--- src/rtl/asf_defines.svh ---
// Constants of the arithmetic status flag register
`ifndef ASF_DEFINES_SVH
`define ASF_DEFINES_SVH
`define ASF_DATA_W 8
`define ASF_BIT_CARRY 0
`define ASF_BIT_NIBBLE 1
`define ASF_BIT_ZERO 2
`define ASF_BIT_WRAP 3
`define ASF_BIT_MSB 4
`define ASF_FLAG_MASK 8'h1F
`define ASF_MASK_RESET 5'h1F
`define ASF_RESET_VAL 8'h00
`define ASF_ZERO_BYTE 8'h00
`define ASF_APB_STATUS 12'h000
`define ASF_APB_LAST 12'h004
`define ASF_APB_MASK 12'h008
`endif

--- src/rtl/asf_pkg.sv ---
// Types of the arithmetic status flag register
package asf_pkg;
    typedef enum logic [2:0] {
        ASF_OP_NONE,
        ASF_OP_ADD,
        ASF_OP_SUB,
        ASF_OP_LOGIC,
        ASF_OP_CLEAR
    } asf_op_t;
endpackage : asf_pkg

--- src/rtl/asf_alu_if.sv ---
// Carrier between flag register and its arithmetic unit
`timescale 1ns/10ps
interface asf_alu_if;
    import asf_pkg::*;
    asf_op_t op;
    logic [7:0] a;
    logic [7:0] b;
    logic [7:0] result;
    logic [4:0] flags;
    modport core (output op, output a, output b, input result, input flags);
    modport unit (input op, input a, input b, output result, output flags);
endinterface : asf_alu_if

--- src/rtl/asf_alu.sv ---
// Arithmetic unit that computes result and five flags
`timescale 1ns/10ps
`include "asf_defines.svh"
module asf_alu (
    asf_alu_if.unit alu
);
    import asf_pkg::*;
    logic [8:0] full;
    logic [4:0] low;
    logic [7:0] bn;
    logic add_like;
    always_comb begin
        bn = ~alu.b;
        add_like = (alu.op == ASF_OP_ADD) || (alu.op == ASF_OP_SUB);
        unique case (alu.op)
            ASF_OP_ADD: begin
                full = {1'b0, alu.a} + {1'b0, alu.b};
                low = {1'b0, alu.a[3:0]} + {1'b0, alu.b[3:0]};
            end
            ASF_OP_SUB: begin
                // Carry out of a + ~b + 1 doubles as "no borrow" [RQ5]
                full = {1'b0, alu.a} + {1'b0, bn} + 9'h001;
                low = {1'b0, alu.a[3:0]} + {1'b0, bn[3:0]} + 5'h01;
            end
            ASF_OP_LOGIC: begin
                full = {1'b0, alu.a & alu.b};
                low = 5'h00;
            end
            default: begin
                full = 9'h000;
                low = 5'h00;
            end
        endcase
        alu.result = full[7:0];
        alu.flags[`ASF_BIT_CARRY] = add_like & full[8]; // [RQ5]
        alu.flags[`ASF_BIT_NIBBLE] = add_like & low[4]; // [RQ5]
        alu.flags[`ASF_BIT_ZERO] = (full[7:0] == `ASF_ZERO_BYTE); // [RQ7]
        alu.flags[`ASF_BIT_WRAP] = add_like & // [RQ6]
            (alu.a[7] == (alu.op == ASF_OP_SUB ? bn[7] : alu.b[7])) & (full[7] != alu.a[7]);
        alu.flags[`ASF_BIT_MSB] = full[7]; // [RQ8]
    end
endmodule : asf_alu

--- src/rtl/asf_status.sv ---
// Arithmetic status flag register with operand access and APB view
// Summary of operation
// RQ1: Status register usable as any operand; the code routes it only to operand a and as write destination
// RQ2: Flag logic overrides writes to flag bits
// RQ3: Clear on status sets only zero flag
// RQ4: Software alters status with flag-neutral ops
// RQ5: Subtraction carries act as borrows
// RQ6: Signed overflow sets wrap flag
// RQ7: Zero result sets zero flag
// RQ8: Msb flag follows bit 7; top bits zero
`timescale 1ns/10ps
`include "asf_defines.svh"
module asf_status (
    // Clock and reset
    input wire logic mclk_in,
    input wire logic reset_n_in,
    // Instruction side
    input wire logic exec_in,
    input wire asf_pkg::asf_op_t op_in,
    input wire logic [7:0] opa_in,
    input wire logic [7:0] opb_in,
    input wire logic src_is_status_in,
    input wire logic dst_is_status_in,
    input wire logic wr_in,
    input wire logic [7:0] wdata_in,
    output logic [7:0] result_out,
    output logic [7:0] status_out,
    // APB
    input wire logic psel_in,
    input wire logic penable_in,
    input wire logic pwrite_in,
    input wire logic [11:0] paddr_in,
    input wire logic [31:0] pwdata_in,
    output logic [31:0] prdata_out,
    output logic pready_out,
    output logic pslverr_out
);
    import asf_pkg::*;
    asf_alu_if alu_bus ();
    asf_alu u_alu (.alu(alu_bus));

    logic [7:0] status_r, status_nxt;
    logic [7:0] result_r, result_nxt;
    logic [7:0] last_r, last_nxt;
    logic [4:0] mask_r, mask_nxt;
    logic [31:0] prdata_r, prdata_nxt;
    logic pready_r, pready_nxt;
    logic pslverr_r, pslverr_nxt;
    logic [7:0] opa;
    logic flag_op;

    // ****************************************
    // Helpers
    // ****************************************
    // Setup phase of an APB transfer
    function automatic logic apb_setup(input logic sel, input logic en);
        return sel && !en;
    endfunction : apb_setup

    // Access phase of an APB transfer
    function automatic logic apb_access(input logic sel, input logic en);
        return sel && en;
    endfunction : apb_access

    // Masked bits take fresh flags; the rest keep old ones
    function automatic logic [7:0] merge_flags(input logic [7:0] old, input logic [4:0] fresh,
                                               input logic [4:0] mask);
        return {3'b000, fresh & mask} | (old & ~{3'b000, mask});
    endfunction : merge_flags

    // ****************************************
    // Instruction datapath
    // ****************************************
    always_comb begin
        // Status readable as source operand [RQ1]
        opa = src_is_status_in ? status_r : opa_in;
        alu_bus.op = (op_in == ASF_OP_CLEAR) ? ASF_OP_NONE : op_in;
        alu_bus.a = opa;
        alu_bus.b = opb_in;
        flag_op = exec_in && (op_in != ASF_OP_NONE);
        status_nxt = status_r;
        result_nxt = result_r;
        last_nxt = last_r;
        if (exec_in) begin
            unique case (op_in)
                ASF_OP_CLEAR: result_nxt = `ASF_ZERO_BYTE;
                ASF_OP_NONE: result_nxt = opa;
                default: result_nxt = alu_bus.result;
            endcase
            last_nxt = result_nxt;
            // Plain writes to status land only in writable bits [RQ1]
            if (wr_in && dst_is_status_in) begin
                status_nxt = wdata_in & `ASF_FLAG_MASK;
            end
        end
        if (flag_op) begin
            if (op_in == ASF_OP_CLEAR) begin
                // Only zero flag moves; the rest keep old value [RQ3]
                status_nxt = status_r;
                status_nxt[`ASF_BIT_ZERO] = 1'b1;
            end else begin
                // Flag logic wins over the data write [RQ2]
                status_nxt = merge_flags(status_r, alu_bus.flags, mask_r);
            end
        end
        status_nxt = status_nxt & `ASF_FLAG_MASK; // [RQ8]
    end

    // ****************************************
    // APB slave, zero wait states
    // ****************************************
    always_comb begin
        mask_nxt = mask_r;
        prdata_nxt = prdata_r;
        pslverr_nxt = 1'b0;
        pready_nxt = apb_setup(psel_in, penable_in);
        if (apb_setup(psel_in, penable_in)) begin
            prdata_nxt = 32'h0000_0000;
            unique case (paddr_in)
                `ASF_APB_STATUS: prdata_nxt = {24'h00_0000, status_r};
                `ASF_APB_LAST: prdata_nxt = {24'h00_0000, last_r};
                `ASF_APB_MASK: prdata_nxt = {27'h000_0000, mask_r};
                default: pslverr_nxt = 1'b1;
            endcase
        end
        // Write commits at the access edge with pready high
        if (apb_access(psel_in, penable_in) && pready_r && pwrite_in &&
                paddr_in == `ASF_APB_MASK) begin
            mask_nxt = pwdata_in[`ASF_BIT_MSB:`ASF_BIT_CARRY];
        end
    end

    // ****************************************
    // Instruction state registers
    // ****************************************
    always_ff @(posedge mclk_in or negedge reset_n_in) begin
        if (!reset_n_in) begin
            status_r <= `ASF_RESET_VAL;
            result_r <= `ASF_RESET_VAL;
            last_r <= `ASF_RESET_VAL;
        end else begin
            status_r <= status_nxt;
            result_r <= result_nxt;
            last_r <= last_nxt;
        end
    end

    // ****************************************
    // APB state registers
    // ****************************************
    always_ff @(posedge mclk_in or negedge reset_n_in) begin
        if (!reset_n_in) begin
            mask_r <= `ASF_MASK_RESET;
            prdata_r <= 32'h0000_0000;
            pready_r <= 1'b0;
            pslverr_r <= 1'b0;
        end else begin
            mask_r <= mask_nxt;
            prdata_r <= prdata_nxt;
            pready_r <= pready_nxt;
            pslverr_r <= pslverr_nxt;
        end
    end

    always_comb begin
        status_out = status_r;
        result_out = result_r;
        prdata_out = prdata_r;
        pready_out = pready_r;
        pslverr_out = pslverr_r;
    end
endmodule : asf_status

--- config.mk ---
export PLATFORM = sky130hd
export DESIGN_NAME = asf_status
export DESIGN_NICKNAME = d
export VERILOG_FILES = /design/src/rtl/asf_pkg.sv /design/src/rtl/asf_alu_if.sv /design/src/rtl/asf_alu.sv /design/src/rtl/asf_status.sv
export VERILOG_INCLUDE_DIRS = /design/src /design/src/rtl
export SDC_FILE = /design/constraint.sdc
export NUM_CORES = 1
export LEC_CHECK = 0
export BUFFER_PORTS_ARGS = -buffer_cell sky130_fd_sc_hd__clkbuf_2
export CAP_MARGIN = 20
export CELL_PAD_IN_SITES_DETAIL_PLACEMENT = 1
export CELL_PAD_IN_SITES_GLOBAL_PLACEMENT = 1
export CORE_UTILIZATION = 33
export DETAILED_ROUTE_END_ITERATION = 12
export GPL_ROUTABILITY_DRIVEN = 0
export PLACE_DENSITY_LB_ADDON = 0.05
export SETUP_SLACK_MARGIN = 0.02
export SLEW_MARGIN = 20
export SYNTH_ARGS = -nofsm -noshare
export SYNTH_HDL_FRONTEND = slang
export SYNTH_SLANG_ARGS = --single-unit
--- constraint.sdc ---
create_clock -name mclk_in -period 2.9 [get_ports mclk_in]
set_input_delay 0.29 -clock mclk_in [delete_from_list [all_inputs] [get_ports mclk_in]]
set_output_delay 0.29 -clock mclk_in [all_outputs]
set_load 0.01 [all_outputs]
==> run metrics, run 1 <==
outcome=finished clean; Hold Slack=around 0.047 ns; WP data arrival=about 2.9 ns; Crit-path slowest cell=dfrtp_1; Max Cap Viol=0; Starting Density=0.345; DR WL/cell=between 15 and 20 um; Sw Share=0.358; Slew HR=0.518; RSZ-0062 raised after global routing=false; largest net degree at the start of global routing=29; root buffer cell=clkbuf_8; Logic pwr share=0.429; # DRC=0; Reg2Reg Capture Point=status_out[3]$_DFFE_PN0P_; crit end category=register; Die ar.=8570 sq um; Worst Skew=0.00402 ns; antenna viol nets, final=0; yosys warns=0; biggest area consumer among synthesized cells=dfrtp_1; hold buffers post-CTS=0; Pwr per Cell Area=about 390 nW/um^2; CP cell instances=mux2_2 > ha_1 > nand3b_1 > a221oi_2 > o31ai_4 > a21o_1 > a41oi_2 > a21bo_1 > a41o_1; Worst-path clk slew=roughly 0.10 ns; layout net count=511; Syn-to-layout area delta=24.4%; CP Class=register to register; Fmax achieved=about 360 MHz; DIE HEIGHT=between 90 and 100 um; fraction of layout cells with a size suffix above 1=0.342; worst vdd ir=approximately 0.17 mV; R2R Path Start=status_out[1]$_DFFE_PN0P_; number of diodes=0; Final Hold Fails=0; Async SR Flop Fraction=1.00; Final Setup Violations=0; ys flop type=dfrtp_1; Die Width=92.6 um; Congestion Overflow GR=0; Worst Max-Slew Pin Slew=0.723 ns; Detailed Route WL=between 8000 and 9000 um; Core ar.=7850 sq um; Filler cells=roughly 970; synth unique cells=65; via density per instance=a little over 5; CTS tree=done; CP Launch Type=register; worst hold path type=primary input to asynchronous set/reset pin; Final Slew Violations=0; clock power share=0.236; H-tree depth=1; min cycle time layout=between 2 and 3 ns; initial antenna violation count=0; cell area after synthesis=roughly 2700 sq um; cell internal pwr=0.853 mW; IO Count=130; Max clock buf depth=2; Avg Inst Size Synth=between 8 and 9 sq um; fin crit share=0.949; Clock Latency Late Sink=0.28 ns; Reg2Reg Depth=9; CTS Buf Count=3; fin util=0.429; post-synth top area share=0.213; vias in the first global route=about 2.7k; Detail Placement HPWL=slightly above 7000 um; sequential element share of the synthesized area=0.261; most frequent cells in the layout=72 x clkbuf_2, 30 x nor2_1, 28 x buf_4, 27 x conb_1, 24 x nand2_1; vias=approximately 2.6k; crit path max fanout=6; Pre-Repair DR Iteration Count=4; postcts setup bufs=0; WP data required=3.07 ns; Tot Pwr=roughly 1.3 mW; Std-Cell Rows=32; CP max stage delay=between 0.4 and 0.5 ns; Mapped Cells=roughly 320; first-pass GRT wire length=13,800 um; Seq cells post-synth=28; initial DRC count=between 70 and 80; Total Routing Usage GR=0.205; buffers added on ports=72; Sw Pwr=approximately 0.47 mW; CTS Sinks=28; leak pwr=1.63 nW; FF-to-FF setup slack=about 0.15 ns; most common cell after layout, fill and taps aside=clkbuf_2; Post-synth EDFFs=0; Area contributors post-synth=dfrtp_1 21%, buf_4 7.8%, ha_1 7.4%; Flop pwr share=0.335
==> final cells by class <==
class / instances / area (sq um) / share of cell area
Clock buffer: 3 / 41.3 / 0.0123
Timing Repair Buffer: 100 / 571 / 0.169
Tap cell: 102 / 128 / 0.0379
Multi-Input combinational cell: 262 / 1820 / 0.541
Inverter: 18 / 67.6 / 0.0201
Sequential cell: 28 / 707 / 0.210
Clock inverter: 1 / 30.0 / 0.00892
==> stage by stage <==
| step | cells | setup WS, ns | TNS (ns) | area [sq um] |
|---|---|---|---|---|
| 2_1_floorplan | 349 | 0.185 | 0 | 2800 |
| 3_3_place_gp | 510 | -0.148 | -0.524 | 3230 |
| 3_5_place_dp | 510 | -0.177 | -0.583 | 3230 |
| 4_1_cts | 514 | 0.0467 | 0 | 3310 |
| 5_1_grt | 514 | 0.0106 | 0 | 3370 |
| 6_report | 514 | 0.148 | 0 | 3370 |
==> cells in the mapped netlist, drive strengths merged, types with 2 or more instances <==
cell type	instances
ha	16
a21o	2
a41o	2
dfstp	5
fa	2
a311oi	4
mux2i	10
inv	18
o211ai	2
a211oi	2
a221oi	5
o22ai	3
nand2b	8
a21oi	25
o31ai	3
o21ai	17
nor2	30
clkbuf	7
nand4	3
nand3	8
dfrtp	23
mux2	10
a22o	3
buf	34
nand2	24
nor4	4
a32oi	4
nor2b	11
xnor2	5
a31oi	7
a2bb2oi	2
nor3	4
==> flip-flops by register name, indices dropped and copies added, names as in the netlist <==
signal / flops
prdata_out: 8
status_out: 5
mask_r: 5
last_r: 8
pslverr_out: 1
pready_out: 1
==> per-layer routing <==
layer  vias to the layer above  global-route usage  routed length [um]
met1                      1283               0.274                3960
met4                         0              0.0560                 129
li1                       1289                   -                   -
met2                        66               0.352                4060
met5                         -                   0                   0
met3                         6              0.0172                 323
==> critical path: cells and delay by family, from the launching register on <==
| kind | cells | cell delay, ns |
|---|---|---|
| compound gates | 6 | 1.40 |
| flops | 1 | 0.43 |
| mux | 1 | 0.34 |
| fa+ha+maj | 1 | 0.34 |
| simple gates | 1 | 0.15 |
==> logic make-up after synthesis <==
kind of cell	Yosys count	synth area share
AND/OR/NAND/NOR	98	0.179
buffers and inverters	59	0.125
other	1	0.00139
XOR/XNOR	5	0.0162
AO/OA/AOI/OAI	93	0.245
multiplexers	20	0.0786
adder cells (fa/ha/maj)	19	0.0929
flip-flops	28	0.261
==> worst max-delay path by stage <==
stage,start,endpoint,slack (ns)
after CTS,status_out[0]$_DFFE_PN0P_,status_out[2]$_DFFE_PN0P_,0.05
after floorplan,src_is_status_in,status_out[2]$_DFFE_PN0P_,0.19
after global placement,src_is_status_in,status_out[2]$_DFFE_PN0P_,-0.15
final,status_out[1]$_DFFE_PN0P_,status_out[3]$_DFFE_PN0P_,0.15
after detailed placement,src_is_status_in,status_out[2]$_DFFE_PN0P_,-0.18
after global routing,status_out[3]$_DFFE_PN0P_,last_r[7]$_DFFE_PN0P_,0.01
==> power by group through the flow <==
stage	registers, mW	logic [mW]	clock network (mW)
6_report	0.445	0.570	0.313
2_1_floorplan	0.459	0.340	0
4_1_cts	0.446	0.554	0.325
3_5_place_dp	0.453	0.549	0
5_1_grt	0.450	0.630	0.337
3_3_place_gp	0.453	0.541	0
==> timing repair <==
| action | in CTS | in global routing |
|---|---|---|
| cloned | 0 | 0 |
| pin swaps | 0 | 4 |
| setup endpoints to repair | 1 | 5 |
| resized for setup | 1 | 10 |
(Power assumes the default switching activity.)
==> run 2: changes to the inputs <==
--- a/config.mk
+++ b/config.mk
@@ -10,6 +10,7 @@
 export CAP_MARGIN = 20
 export CELL_PAD_IN_SITES_DETAIL_PLACEMENT = 1
 export CELL_PAD_IN_SITES_GLOBAL_PLACEMENT = 1
+export CORE_ASPECT_RATIO = 1.25
 export CORE_UTILIZATION = 33
 export DETAILED_ROUTE_END_ITERATION = 12
 export GPL_ROUTABILITY_DRIVEN = 0
==> run 2 against run 1 <==
Against the previous run: clock skew is 0.0018 ns lower; final area is 2.5% lower; total power is 2.7% lower; via count is 0.91% lower; hold slack better by 0.0095 ns; sequential share of layout area is 0.54 points higher; setup slack worse by 0.034 ns; count of clock-buffer cells in the layout stayed put; die area hardly changed; combinational power is 4.6% lower; non-clock buffer count is 6 lower; largest cell class unchanged; largest power group unchanged; highest routed layer unchanged.
==> run metrics, run 2 (synthesis results as in run 1) <==
outcome=finished clean; antenna viol nets, final=0; Die Width=between 80 and 90 um; Sw Pwr=roughly 0.45 mW; Final Setup Violations=0; number of diodes=0; via density per instance=5.23; CTS tree=done; Worst Skew=between 0.002 and 0.0025 ns; CP Launch Type=register; Congestion Overflow GR=0; setup ws final=about 0.11 ns; Pre-Repair DR Iteration Count=4; met1 Usage GRT=0.228; Slew HR=0.514; Place WS=-0.136 ns; Std-Cell Rows=36; CP cell instances=mux2_2 > ha_1 > nor2b_2 > o211ai_1 > a311oi_1 > o22ai_1 > a2bb2oi_2 > a21oi_2 > a31oi_1; worst vdd ir=around 0.26 mV; Die ar.=8570 sq um; # DRC=0; buffers added on ports=between 70 and 80; vias=around 2.6k; post-route cell area=3280 sq um; Worst-path clk slew=0.10 ns; Worst Max-Slew Pin Slew=about 0.73 ns; Filler cells=around 1,000; CTS Sinks=28; Sw Share=0.352; Flop pwr share=0.343; Hold Slack=roughly 0.057 ns; Detailed Route WL=between 8000 and 9000 um; Non-Filler Instances=roughly 500; Max Cap Viol=0; Crit-path slowest cell=dfrtp_1; root buffer cell=clkbuf_8; WP data required=3.04 ns; H-tree depth=1; dpl cells=around 500; initial antenna violation count=0; Final Hold Fails=0; most common cell after layout, fill and taps aside=clkbuf_2; vias in the first global route=around 2.7k; met2 Track Usage GR=0.384; Clock Latency Late Sink=approximately 0.27 ns; Placed Area=3180 sq um; most frequent cells in the layout=72 x clkbuf_2, 30 x nor2_1, 27 x conb_1, 24 x nand2_1; layout net count=around 510; first-pass GRT wire length=13,500 um; Syn-to-layout area delta=21.3%; CP Class=register to register; Final Slew Violations=0; DIE HEIGHT=about 100 um; largest net degree at the start of global routing=29; worst hold path type=primary input to asynchronous set/reset pin; WP data arrival=a little under 3 ns; crit end category=register; DR WL/cell=16.7 um; Fmax achieved=359 MHz; CTS Buf Count=3; busiest grt layer=met2; min cycle time layout=2.79 ns; Starting Density=0.343; RSZ-0062 raised after global routing=true; leak pwr=roughly 1.6 nW; clock power share=0.236; GR Util met3=0.0206; fin crit share=0.961; Core ar.=between 7000 and 8000 sq um; fraction of layout cells with a size suffix above 1=0.325; Max clock buf depth=2; Total Routing Usage GR=0.197; CP max stage delay=about 0.42 ns; Logic pwr share=0.421; IO Count=130; Pwr per Cell Area=394 nW/um^2; Detail Placement HPWL=a little over 7000 um; cell internal pwr=~0.84 mW; initial DRC count=between 50 and 60; crit path max fanout=6; post-route setup TNS=0 ns
==> run 2: changes by cell type in the layout (fill, tap and decap cells not counted) <==
cell      delta
a311oi_2     -2
a221oi_1     +1
a221oi_4     -1
buf_4        -6
a311oi_1     +2
==> run 2: stage by stage <==
step / power (mW) / utilization
4_1_cts: 1.30 / 0.413
5_1_grt: 1.38 / 0.417
3_5_place_dp: 0.987 / 0.403
2_1_floorplan: 0.799 / -
3_3_place_gp: 0.975 / 0.403
6_report: 1.29 / 0.417
==> run 2: area by class of cell <==
type                       instances  area (sq um)  area share
clock inverter                     1          30.0     0.00915
timing repair buffer              94           526       0.160
clock buffer                       3          41.3      0.0126
inverter                          18          67.6      0.0206
tap                               95           119      0.0362
multi-input combinational        262          1790       0.546
sequential                        28           707       0.215
==> run 2: path summary, 6_finish.rpt <==
kind / slack [ns] / to / from / depth (start not counted)
max in group asynchronous: 2.38 / last_r[3]$_DFFE_PN0P_ / reset_n_in / 1
max reg2reg: 0.11 / last_r[7]$_DFFE_PN0P_ / status_out[3]$_DFFE_PN0P_ / 9
max: 0.11 / last_r[7]$_DFFE_PN0P_ / status_out[3]$_DFFE_PN0P_ / 9
min in group mclk_in: 0.25 / mask_r[3]$_DFFE_PN1P_ / pwdata_in[3] / 2
min reg2reg: 0.49 / prdata_out[4]$_DFFE_PN0P_ / prdata_out[4]$_DFFE_PN0P_ / 2
min: 0.06 / prdata_out[7]$_DFFE_PN0P_ / reset_n_in / 1
==> run 2: worst max-delay path, delay by kind of cell (launching register included) <==
kind / cells / cell delay [ns]
muxes: 1 / 0.32
DFF: 1 / 0.42
adders and majority gates: 1 / 0.39
and+or+nand+nor: 1 / 0.19
AOI/OAI and AO/OA: 6 / 1.32
==> run 2: layer usage <==
layer	part of all wire	vias to the layer above
met5	0	-
li1	-	1280
met3	0.034	11
met4	0.022	0
met1	0.42	1265
met2	0.52	64
==> run 2: what timing repair did <==
item,4_1_cts,5_1_grt
pin swaps,0,3
hold buffers,0,0
setup buffers,0,0
resized for setup,1,6
endpoints found under the setup margin,1,4
endpoints found under the hold margin,0,0
==> run 2: power groups by stage <==
| stage | clock, mW | sequential, mW | combinational, mW |
|---|---|---|---|
| floorplan | 0 | 0.459 | 0.340 |
| global placement | 0 | 0.451 | 0.525 |
| detailed placement | 0 | 0.452 | 0.535 |
| CTS | 0.315 | 0.444 | 0.540 |
| global route | 0.331 | 0.447 | 0.606 |
| finish | 0.305 | 0.443 | 0.544 |
